===== config.mk =====
export PLATFORM = sky130hd
export DESIGN_NAME = rxam_upper
export DESIGN_NICKNAME = d
export VERILOG_FILES = /design/src/verilog/rxam_pkg.sv /design/src/verilog/rxam_upper.sv /design/src/verilog/rxam_sync.sv
export SDC_FILE = /design/constraint.sdc
export NUM_CORES = 1
export LEC_CHECK = 0
export BUFFER_PORTS_ARGS = -buffer_cell sky130_fd_sc_hd__buf_2
export CORE_MARGIN = 4
export CORE_UTILIZATION = 50
export DETAILED_ROUTE_END_ITERATION = 7
export HOLD_SLACK_MARGIN = 0.05
export PLACE_DENSITY = 0.7
export SLEW_MARGIN = 10
export SYNTH_ARGS = -nofsm -noshare
export SYNTH_HDL_FRONTEND = slang
export SYNTH_SLANG_ARGS = --single-unit

===== constraint.sdc =====
create_clock -name mclk -period 20.9 [get_ports mclk]
set_clock_uncertainty 0.15 [all_clocks]
set_input_delay 0 -clock mclk [delete_from_list [all_inputs] [get_ports mclk]]
set_output_delay 0 -clock mclk [all_outputs]
set_load 0.005 [all_outputs]

===== src/verilog/rxam_pkg.sv =====
package rxam_pkg;

	// ****************************************
	// Register offsets
	// ****************************************
	localparam logic [7:0]  OFS_REGION3_SPAN    = 8'h30;
	localparam logic [7:0]  OFS_REGION3_BASE    = 8'h34;
	localparam logic [7:0]  OFS_REGION4_SPAN    = 8'h38;
	localparam logic [7:0]  OFS_REGION4_BASE    = 8'h3C;
	localparam logic [7:0]  OFS_PART_IDENTITY   = 8'h40;

	// ****************************************
	// Field layout and reset values
	// ****************************************
	localparam int          FIELD_LSB           = 2;
	localparam int          FIELD_WIDTH         = 30;
	localparam logic [29:0] RESET_FIELD         = 30'h0000_0000;
	localparam logic [1:0]  RESERVED_READ       = 2'h0;
	localparam int          ID_REV_LSB          = 16;
	localparam int          ID_TYPE_LSB         = 0;
	localparam int          ID_WIDTH            = 16;
	localparam logic [15:0] RESET_ID            = 16'h0000;
	localparam logic [31:0] RESET_WORD          = 32'h0000_0000;

	// ****************************************
	// Region codes on the translated output
	// ****************************************
	localparam logic [2:0]  REGION_NONE         = 3'h0;
	localparam logic [2:0]  REGION_TWO          = 3'h2;
	localparam logic [2:0]  REGION_THREE        = 3'h3;
	localparam logic [2:0]  REGION_FOUR         = 3'h4;

endpackage


===== src/verilog/rxam_upper.sv =====
`timescale 1ns/1ps
// Overview of operation
// - Region three hit subtracts sizes one and two, adds region three offset.
// - Fourth region spans sum of sizes one to three up to one to four.
// - Fourth region address is inbound plus offset four minus sizes one to three.
// - Size and offset fields use bits 31:2; bits 1:0 read zero, ignore writes.
// - Identity upper half always returns the part revision input.
// - Identity lower half always returns the part type input.
// - Region two spans size one up to sizes one plus two; translate accordingly.
module rxam_upper (
	input  wire logic        mclk,
	input  wire logic        rst_b,
	input  wire logic        psel,
	input  wire logic        penable,
	input  wire logic        pwrite,
	input  wire logic [7:0]  paddr,
	input  wire logic [31:0] pwdata,
	output logic      [31:0] prdata,
	output logic             pready,
	output logic             pslverr,
	input  wire logic [31:0] region1_span,
	input  wire logic [31:0] region2_span,
	input  wire logic [31:0] region2_base_offset,
	input  wire logic        inbound_valid,
	input  wire logic [31:0] inbound_addr,
	output logic             xlat_valid,
	output logic [31:0]      xlat_addr,
	output logic [2:0]       xlat_region,
	input  wire logic [15:0] part_type_input,
	input  wire logic [15:0] part_revision_input
);

	// ****************************************
	// Register storage
	// ****************************************
	logic [29:0] region3_span;
	logic [29:0] region3_base_offset;
	logic [29:0] region4_span;
	logic [29:0] region4_base_offset;
	logic [15:0] part_type_sync;
	logic [15:0] part_rev_sync;

	rxam_sync #(
		.WIDTH    (rxam_pkg::ID_WIDTH)
	) u_type_sync (
		.mclk     (mclk),
		.rst_b    (rst_b),
		.async_in (part_type_input),
		.sync_out (part_type_sync)
	);

	rxam_sync #(
		.WIDTH    (rxam_pkg::ID_WIDTH)
	) u_rev_sync (
		.mclk     (mclk),
		.rst_b    (rst_b),
		.async_in (part_revision_input),
		.sync_out (part_rev_sync)
	);

	// ****************************************
	// Bus decode
	// ****************************************
	wire         setup_phase = psel & ~penable;
	wire         wr_commit   = psel & penable & pready & pwrite;
	wire         hit_s3      = (paddr == rxam_pkg::OFS_REGION3_SPAN);
	wire         hit_o3      = (paddr == rxam_pkg::OFS_REGION3_BASE);
	wire         hit_s4      = (paddr == rxam_pkg::OFS_REGION4_SPAN);
	wire         hit_o4      = (paddr == rxam_pkg::OFS_REGION4_BASE);
	wire         hit_id      = (paddr == rxam_pkg::OFS_PART_IDENTITY);
	wire         mapped      = hit_s3 | hit_o3 | hit_s4 | hit_o4 | hit_id;
	wire  [29:0] wr_field    = pwdata[31:rxam_pkg::FIELD_LSB];
	wire  [31:0] id_word     = {part_rev_sync, part_type_sync};
	wire  [29:0] sel_field   = hit_s3 ? region3_span :
	                           hit_o3 ? region3_base_offset :
	                           hit_s4 ? region4_span :
	                           hit_o4 ? region4_base_offset : rxam_pkg::RESET_FIELD;
	wire  [31:0] field_word  = {sel_field, rxam_pkg::RESERVED_READ};
	wire  [31:0] next_prdata = (setup_phase & ~pwrite) ? (hit_id ? id_word : field_word)
	                           : rxam_pkg::RESET_WORD;

	// Zero-wait slave: setup then one access cycle with pready high
	always_ff @(posedge mclk) begin
		if (!rst_b) begin
			pready  <= 1'b0;
			pslverr <= 1'b0;
			prdata  <= rxam_pkg::RESET_WORD;
		end else begin
			pready  <= setup_phase;
			pslverr <= setup_phase & ~mapped;
			prdata  <= next_prdata;
		end
	end

	always_ff @(posedge mclk) begin
		if (!rst_b) begin
			region3_span        <= rxam_pkg::RESET_FIELD;
			region3_base_offset <= rxam_pkg::RESET_FIELD;
			region4_span        <= rxam_pkg::RESET_FIELD;
			region4_base_offset <= rxam_pkg::RESET_FIELD;
		end else if (wr_commit) begin
			if (hit_s3) region3_span <= wr_field;
			if (hit_o3) region3_base_offset <= wr_field;
			if (hit_s4) region4_span <= wr_field;
			if (hit_o4) region4_base_offset <= wr_field;
		end
	end

	// ****************************************
	// Inbound address translation
	// ****************************************
	wire  [31:0] size3      = {region3_span, rxam_pkg::RESERVED_READ};
	wire  [31:0] size4      = {region4_span, rxam_pkg::RESERVED_READ};
	wire  [31:0] offs3      = {region3_base_offset, rxam_pkg::RESERVED_READ};
	wire  [31:0] offs4      = {region4_base_offset, rxam_pkg::RESERVED_READ};
	// Extra bits keep the bounds from wrapping
	wire  [33:0] bound1     = {2'h0, region1_span};
	wire  [33:0] bound2     = bound1 + {2'h0, region2_span};
	wire  [33:0] bound3     = bound2 + {2'h0, size3};
	wire  [33:0] bound4     = bound3 + {2'h0, size4};
	wire  [33:0] addr_ext   = {2'h0, inbound_addr};
	wire         in_r2      = (addr_ext >= bound1) && (addr_ext < bound2);
	wire         in_r3      = (addr_ext >= bound2) && (addr_ext < bound3);
	wire         in_r4      = (addr_ext >= bound3) && (addr_ext < bound4);
	wire  [31:0] addr_r2    = inbound_addr + region2_base_offset - bound1[31:0];
	wire  [31:0] addr_r3    = inbound_addr + offs3 - bound2[31:0];
	wire  [31:0] addr_r4    = inbound_addr + offs4 - bound3[31:0];
	wire  [31:0] next_addr  = in_r2 ? addr_r2 : in_r3 ? addr_r3 : in_r4 ? addr_r4 : inbound_addr;
	wire  [2:0]  next_region = in_r2 ? rxam_pkg::REGION_TWO :
	                           in_r3 ? rxam_pkg::REGION_THREE :
	                           in_r4 ? rxam_pkg::REGION_FOUR : rxam_pkg::REGION_NONE;

	always_ff @(posedge mclk) begin
		if (!rst_b) begin
			xlat_valid  <= 1'b0;
			xlat_addr   <= rxam_pkg::RESET_WORD;
			xlat_region <= rxam_pkg::REGION_NONE;
		end else begin
			xlat_valid <= inbound_valid;
			if (inbound_valid) begin
				xlat_addr   <= next_addr;
				xlat_region <= next_region;
			end
		end
	end

	// ****************************************
	// Checks
	// ****************************************
	property p_region3_xlat;
		@(posedge mclk) disable iff (!rst_b)
		(inbound_valid && in_r3) |=> (xlat_valid && xlat_region == rxam_pkg::REGION_THREE
			&& xlat_addr == $past(inbound_addr) + $past(offs3) - $past(region1_span) - $past(region2_span));
	endproperty
	a_region3_xlat: assert property (p_region3_xlat) else $error("region three translation wrong");

	property p_region4_select;
		@(posedge mclk) disable iff (!rst_b)
		(inbound_valid && !in_r2 && !in_r3 && {2'h0, inbound_addr} >= bound3 && {2'h0, inbound_addr} < bound4)
			|=> (xlat_region == rxam_pkg::REGION_FOUR);
	endproperty
	a_region4_select: assert property (p_region4_select) else $error("region four not selected");

	property p_region4_xlat;
		@(posedge mclk) disable iff (!rst_b)
		(inbound_valid && in_r4 && !in_r2 && !in_r3) |=> (xlat_addr == $past(inbound_addr) + $past(offs4)
			- $past(region1_span) - $past(region2_span) - $past(size3));
	endproperty
	a_region4_xlat: assert property (p_region4_xlat) else $error("region four translation wrong");

	property p_field_store;
		@(posedge mclk) disable iff (!rst_b)
		(wr_commit && hit_s4) |=> (region4_span == $past(pwdata[31:2])
			&& region4_base_offset == $past(region4_base_offset));
	endproperty
	a_field_store: assert property (p_field_store) else $error("span field store wrong");

	property p_id_rev;
		@(posedge mclk) disable iff (!rst_b)
		(setup_phase && !pwrite && hit_id) |=> (pready && prdata[31:16] == $past(part_rev_sync));
	endproperty
	a_id_rev: assert property (p_id_rev) else $error("identity revision half wrong");

	property p_id_type;
		@(posedge mclk) disable iff (!rst_b)
		(setup_phase && !pwrite && hit_id) |=> (prdata[15:0] == $past(part_type_sync) && !pslverr);
	endproperty
	a_id_type: assert property (p_id_type) else $error("identity type half wrong");

	property p_region2_xlat;
		@(posedge mclk) disable iff (!rst_b)
		(inbound_valid && in_r2) |=> (xlat_region == rxam_pkg::REGION_TWO
			&& xlat_addr == $past(inbound_addr) + $past(region2_base_offset) - $past(region1_span));
	endproperty
	a_region2_xlat: assert property (p_region2_xlat) else $error("region two translation wrong");

	property p_reset_clear;
		@(posedge mclk)
		!rst_b |=> (region3_span == 30'h0 && region3_base_offset == 30'h0
			&& region4_span == 30'h0 && region4_base_offset == 30'h0);
	endproperty
	a_reset_clear: assert property (p_reset_clear) else $error("region fields not cleared");

	property p_field_read;
		@(posedge mclk) disable iff (!rst_b)
		(setup_phase && !pwrite && hit_o4)
			|=> (pready && prdata == {$past(region4_base_offset), rxam_pkg::RESERVED_READ});
	endproperty
	a_field_read: assert property (p_field_read) else $error("offset field read wrong");

	property p_offset_store;
		@(posedge mclk) disable iff (!rst_b)
		(wr_commit && hit_o3) |=> (offs3 == {$past(pwdata[31:2]), rxam_pkg::RESERVED_READ});
	endproperty
	a_offset_store: assert property (p_offset_store) else $error("offset field store wrong");

	property p_no_region;
		@(posedge mclk) disable iff (!rst_b)
		(inbound_valid && !in_r2 && !in_r3 && !in_r4)
			|=> (xlat_region == rxam_pkg::REGION_NONE && xlat_addr == $past(inbound_addr));
	endproperty
	a_no_region: assert property (p_no_region) else $error("unmatched address altered");

endmodule


===== src/verilog/rxam_sync.sv =====
`timescale 1ns/1ps
module rxam_sync #(
	parameter int WIDTH = 16
) (
	input  wire logic             mclk,
	input  wire logic             rst_b,
	input  wire logic [WIDTH-1:0] async_in,
	output logic      [WIDTH-1:0] sync_out
);

	logic [WIDTH-1:0] stage1;
	logic [WIDTH-1:0] stage2;
	logic [WIDTH-1:0] stage3;

	// Change accepted once stages two and three agree
	always_ff @(posedge mclk) begin
		if (!rst_b) begin
			stage1   <= '0;
			stage2   <= '0;
			stage3   <= '0;
			sync_out <= '0;
		end else begin
			stage1 <= async_in;
			stage2 <= stage1;
			stage3 <= stage2;
			if (stage2 == stage3) begin
				sync_out <= stage3;
			end
		end
	end

endmodule


==> results of run 1 <==
synthesized netlist by cell type (all sizes together), types with 10 or more instances:
| cell | n | area share |
|---|---|---|
| a21boi | 127 | 0.036 |
| nor2 | 147 | 0.022 |
| a221oi | 10 | 0.0033 |
| a22oi | 40 | 0.011 |
| a211oi | 24 | 0.0071 |
| ha | 310 | 0.15 |
| xor2 | 96 | 0.032 |
| o211ai | 26 | 0.0074 |
| or3 | 11 | 0.0026 |
| o21a | 28 | 0.0080 |
| or2 | 15 | 0.0036 |
| nand3 | 52 | 0.0099 |
| nand2b | 22 | 0.0053 |
| nor2b | 56 | 0.013 |
| a31oi | 21 | 0.0050 |
| dfxtp | 318 | 0.24 |
| nor4 | 17 | 0.0043 |
| o21ai | 125 | 0.024 |
| mux2 | 26 | 0.011 |
| buf | 16 | 0.0036 |
| and2 | 109 | 0.026 |
| nand2 | 375 | 0.054 |
| clkbuf | 90 | 0.013 |
| mux2i | 35 | 0.013 |
| nor3 | 36 | 0.0069 |
| nand4 | 29 | 0.0069 |
| and3 | 25 | 0.0060 |
| fa | 95 | 0.073 |
| a21o | 90 | 0.026 |
| o21bai | 22 | 0.0063 |
| xnor2 | 103 | 0.034 |
| a21oi | 252 | 0.048 |
| inv | 262 | 0.038 |
worst max path at each step:
stage	endpoint	start
CTS	xlat_addr[0]$_SDFFE_PN0P_	region1_span[3]
global route	xlat_addr[0]$_SDFFE_PN0P_	region1_span[4]
floorplan	xlat_addr[2]$_SDFFE_PN0P_	region1_span[0]
detailed placement	xlat_addr[24]$_SDFFE_PN0P_	region1_span[3]
global placement	xlat_addr[24]$_SDFFE_PN0P_	region1_span[3]
finish	xlat_addr[0]$_SDFFE_PN0P_	region1_span[3]
stage by stage:
step                      setup slack, ps   util  power, mW
after global placement              11400  0.546       1.62
after detailed placement            11260  0.546       1.64
after floorplan                     13670      -       1.35
after CTS                           10920  0.601       2.34
final                               10780  0.601       2.36
after global routing                10180  0.601       2.49
cell type report:
type	count	area share
Sequential cell	318	0.205
Inverter	262	0.0317
Clock inverter	15	0.00734
Timing Repair Buffer	447	0.0991
Antenna cell	3	0.000242
Tap cell	680	0.0274
Multi-Input combinational cell	2454	0.595
Clock buffer	49	0.0336
worst max-delay path: cells and delay by family:
family                     cells  cell delay [ps]
and+or+nand+nor                9             1490
adders and majority gates      4             1360
AOI/OAI and AO/OA             21             4890
muxes                          1              370
buffers and inverters          4             1480
xor gates and xnor gates       3              820
flip-flops by register name, indices dropped and copies added, names as in the netlist, 30 cells and up:
signal	flops
prdata	32
region3_span	30
xlat_addr	32
region4_base_offset	30
region4_span	30
region3_base_offset	30
cell families after synthesis:
logic type / share of synthesized area
compound gates: 0.220
xor+xnor: 0.0665
fa+ha+maj: 0.221
buf+inv: 0.0540
flops: 0.243
mux: 0.0288
simple gates: 0.168
power by group through the flow:
stage	sequential, mW	combinational, mW	clock [mW]
2_1_floorplan	0.650	0.698	0
3_3_place_gp	0.654	0.964	0
3_5_place_dp	0.655	0.985	0
4_1_cts	0.641	1.02	0.682
5_1_grt	0.643	1.14	0.709
6_report	0.642	1.04	0.678
per-layer routing:
layer | global-route usage | vias to the layer above | share of wire
li1 | - | 11800 | -
met4 | 0.0840 | 2 | 0.028
met2 | 0.494 | 1021 | 0.45
met3 | 0.0404 | 148 | 0.079
met1 | 0.424 | 11700 | 0.44
met5 | 0 | - | 0.000090
repair_timing:
action | 4_1_cts | 5_1_grt
setup endpoints to repair | 0 | 0
endpoints found under the hold margin | 263 | 0
hold buffers | 157 | 0
==> metrics, run 1 <==
outcome=complete, no violations; worst setup path class=input pin to flop; commonest non-fill, non-tap cell in the layout=nand2_1; WL/cell=20.9 um; Slowest cell on crit path=o31ai_1; static leakage=14.5 nW; Peak VDD IR=0.0803 mV; first-pass GRT wire length=136000 um; Max stage delay on crit path=660 ps; endpoints failing hold=0; Worst Setup End Kind=flop; post_cts resized=0; initial antenna violation count=4; crit path DAT=10460 ps; Final nets=4130; fin area=31000 sq um; # IOs=276; Worst Tran Pin Value=1150 ps; via/cell ratio=5.83; remaining routing DRC violations=0; CORE AREA=51600 sq um; Switch Pwr=0.911 mW; internal power=1.45 mW; Mapped Area=26200 sq um; Rel. slew slack=0.233; Reg2Reg Launch Point=region3_span[0]$_SDFFE_PN0P_; vias in the first global route=24500; Tot GR Track Use=0.304; unrepaired setup endpoints after global routing=false; Final setup viols=0; Pre-antenna DRT Iters=7; sequential share of power=0.272; Die W=237 um; syn_nets=3751; hold path startpoint=part_revision_input[11]; antenna-violating nets left=0; Placer Congestion=0.986; critical path fanouts, max=21; FMAX=98.8 MHz; Finished Layout Cells=4228; Tmin final=10120 ps; Chip Height=237 um; Reg area=6370 sq um; fraction of registers with async set/reset=0; layout overhead on the synthesized area=18.3%; CTS clk-pin slew, worst paths=60 ps; Max Root-Sink Buffers=3; H-tree depth=2; Starting DRT DRC Count=1722; Final Routed Wirelength=88400 um; WP data required=21240 ps; Mean Syn Cell Area=8.35 sq um; grt ovf=0; pwr/cell area=76.1 nW/um^2; switching power share of the total=0.386; port bufs=273; Final Max Tran Viols=0; DP Area=28200 sq um; reg2reg path depth=36; sequential-to-total area share from yosys stat=0.243; # fillers=4434; Via Count=24600; Worst R2R Setup Slack=11750 ps; Synth cell types=88; share of cells above drive strength 1=0.119; hold slack=70.7 ps; Setup Total Neg Slack=0 ps; CTS tree=done; largest net degree at the start of global routing=148; DPL Wire Length=67900 um; die area=56200 sq um; Top FF cell, synth=dfxtp_1; CTS Buf Count=36; Hold Path End=u_rev_sync.stage1[11]$_SDFF_PN0_; Clk Latency, worst-skew pair=550 ps; commonest non-fill, non-tap cells in the layout=375 x nand2_1, 318 x dfxtp_1, 310 x ha_1, 272 x buf_2, 262 x inv_1; capturing point of the worst reg2reg path=xlat_addr[0]$_SDFFE_PN0P_; period utilisation layout=0.484; Yosys Warn Count=0; Clock power frac=0.287; clock sinks=318; Syn Inst Count=3140; setup bufs post-CTS=0; multi-input logic area=18500 sq um; CP Launch Type=input pin; Starting Density=0.508; flops & latches, synth=318; EDFF count, synth=0; max-cap violations=0; Comb pwr share=0.441; hold depth=3; Root Driver=clkbuf_16; Worst Hold Class=input pin to flop; dpl cells=4004; Core Rows=83
Note: power is estimated with default switching activity, not from simulation.
==> run 2: changes to the inputs <==
clock period = 10.4 ns   (was 20.9 ns; I/O delays follow)
==> run 2 against run 1 <==
Against the previous run:
- die area stayed put
- final cell count is essentially flat
- setup slack worse by 10000 ps
- clock power up 86%
- flip-flop and latch count unchanged
- sequential power increased by 100%
- clock-buffer cell count shrank 5
- largest cell class unchanged
==> metrics, run 2 (same netlist as run 1, synthesis figures left out) <==
biggest regs=prdata x32, xlat_addr x32 (unchanged); Rel. slew slack=0.248 (was 0.233); Clk Latency, worst-skew pair=560 ps (was 550 ps); metal2 WL=40200 um (was 39800 um); unrepaired setup endpoints after global routing=false (unchanged); # fillers=4550 (was 4434); setup bufs post-CTS=0 (unchanged); DP Area=28200 sq um (about the same); WL/cell=20.9 um (about the same); vias in the first global route=24600 (was 24500); CTS clk-pin slew, worst paths=50 ps (was 60 ps); Max Root-Sink Buffers=3 (unchanged); layout overhead on the synthesized area=17.9% (was 18.3%); endpoints failing hold=0 (unchanged); Final nets=4129 (was 4130); total power=4.64 mW (was 2.36 mW); crit path DAT=10070 ps (was 10460 ps); Slowest cell on crit path=o31ai_1 (unchanged); clock sinks=318 (unchanged); Starting Density=0.508 (unchanged); multi-input logic area=18500 sq um (unchanged); initial antenna violation count=6 (was 4); WP data required=10740 ps (was 21240 ps); # IOs=276 (unchanged); Tot GR Track Use=0.301 (was 0.304); CP most frequent cell=ha_1; Root Driver=clkbuf_16 (unchanged); grt ovf=0 (unchanged); hold slack=103 ps (was 70.7 ps); Final Routed Wirelength=88400 um (about the same); worst setup path class=input pin to flop (unchanged); CP Launch Type=input pin (unchanged); die area=56200 sq um (unchanged); CTS Buf Count=35 (was 36); CORE AREA=51600 sq um (unchanged); outcome=complete, no violations (unchanged); Worst Tran Pin Value=1120 ps (was 1150 ps); Die W=237 um (unchanged); dpl cells=4008 (was 4004); Setup Total Neg Slack=0 ps (unchanged); period utilisation layout=0.936; Chip Height=237 um (unchanged); share of cells above drive strength 1=0.120 (was 0.119); Placer Congestion=0.987 (was 0.986); Max stage delay on crit path=740 ps (was 660 ps); Top Metal Used=met5 (unchanged); Final setup viols=0 (unchanged); FMAX=103 MHz; Starting DRT DRC Count=2240 (was 1722); port bufs=273 (unchanged); pwr/cell area=150 nW/um^2 (was 76.1 nW/um^2); Routed met1 length=38700 um (was 39100 um); first-pass GRT wire length=135000 um (was 136000 um); Pre-antenna DRT Iters=7 (unchanged); antenna-violating nets left=0 (unchanged); H-tree depth=2 (unchanged); Finished Layout Cells=4229 (was 4228); Final Max Tran Viols=0 (unchanged); critical path fanouts, max=14 (was 21); remaining routing DRC violations=0 (unchanged); hold buffers post-CTS=153 (was 157); via/cell ratio=5.82 (was 5.83); commonest non-fill, non-tap cell in the layout=nand2_1 (unchanged); largest net degree at the start of global routing=123 (was 148); commonest non-fill, non-tap cells in the layout=375 x nand2_1, 318 x dfxtp_1, 310 x ha_1, 272 x buf_2, 262 x inv_1 (unchanged); Worst Setup End Kind=flop (unchanged); Peak VDD IR=0.124 mV (was 0.0803 mV); fin area=30900 sq um (was 31000 sq um); static leakage=14.5 nW (about the same); Tmin final=9730 ps; CTS tree=done (unchanged); routed wl met3=7080 um (was 6970 um); post_cts resized=0 (unchanged); max-cap violations=0 (unchanged); Worst Hold Class=input pin to flop (unchanged); Via Count=24600 (about the same); Reg area=6370 sq um (unchanged); Core Rows=83 (unchanged); DPL Wire Length=68600 um (was 67900 um)
[run 2: metal layers]
layer	up-vias	track usage
met5	-	0
met4	2	0.0809
met3	128	0.0438
met2	1048	0.496
met1	11700	0.415
li1	11700	-
[run 2: power by group]
part | internal, mW | leakage [nW] | total (mW) | switching (mW)
Combinational | 0.843 | 11.3 | 2.09 | 1.25
Clock | 0.721 | 0.566 | 1.26 | 0.536
Sequential | 1.26 | 2.59 | 1.29 | 0.0296
[run 2: metrics by stage]
step           utilization  setup WS (ps)
2_1_floorplan            -           3170
3_3_place_gp         0.546           1210
3_5_place_dp         0.546            900
4_1_cts              0.598            927
5_1_grt              0.599            146
6_report             0.599            667
[run 2: cell type report]
type / instances / share of cell area
Inverter: 262 / 0.0318
Sequential cell: 318 / 0.206
Clock inverter: 17 / 0.00656
Antenna cell: 7 / 0.000567
Multi-Input combinational cell: 2454 / 0.597
Timing Repair Buffer: 447 / 0.0991
Tap cell: 680 / 0.0275
Clock buffer: 44 / 0.0314
[run 2: final timing paths]
| check | startpoint | endpoint | slack (ps) | depth (start not counted) |
|---|---|---|---|---|
| max | region1_span[3] | xlat_addr[31]$_SDFFE_PN0P_ | 670 | 41 |
| min | inbound_addr[27] | xlat_addr[27]$_SDFFE_PN0P_ | 100 | 5 |
| max reg2reg | region3_span[0]$_SDFFE_PN0P_ | xlat_addr[31]$_SDFFE_PN0P_ | 1670 | 35 |
| min reg2reg | u_type_sync.stage1[9]$_SDFF_PN0_ | u_type_sync.stage2[9]$_SDFF_PN0_ | 280 | 1 |
[run 2: critical path: cells and delay by family]
kind / cells / cell delay [ps]
compound gates: 22 / 4750
simple gates: 10 / 2440
fa+ha+maj: 4 / 1340
xor+xnor: 3 / 810
buf+inv: 2 / 720
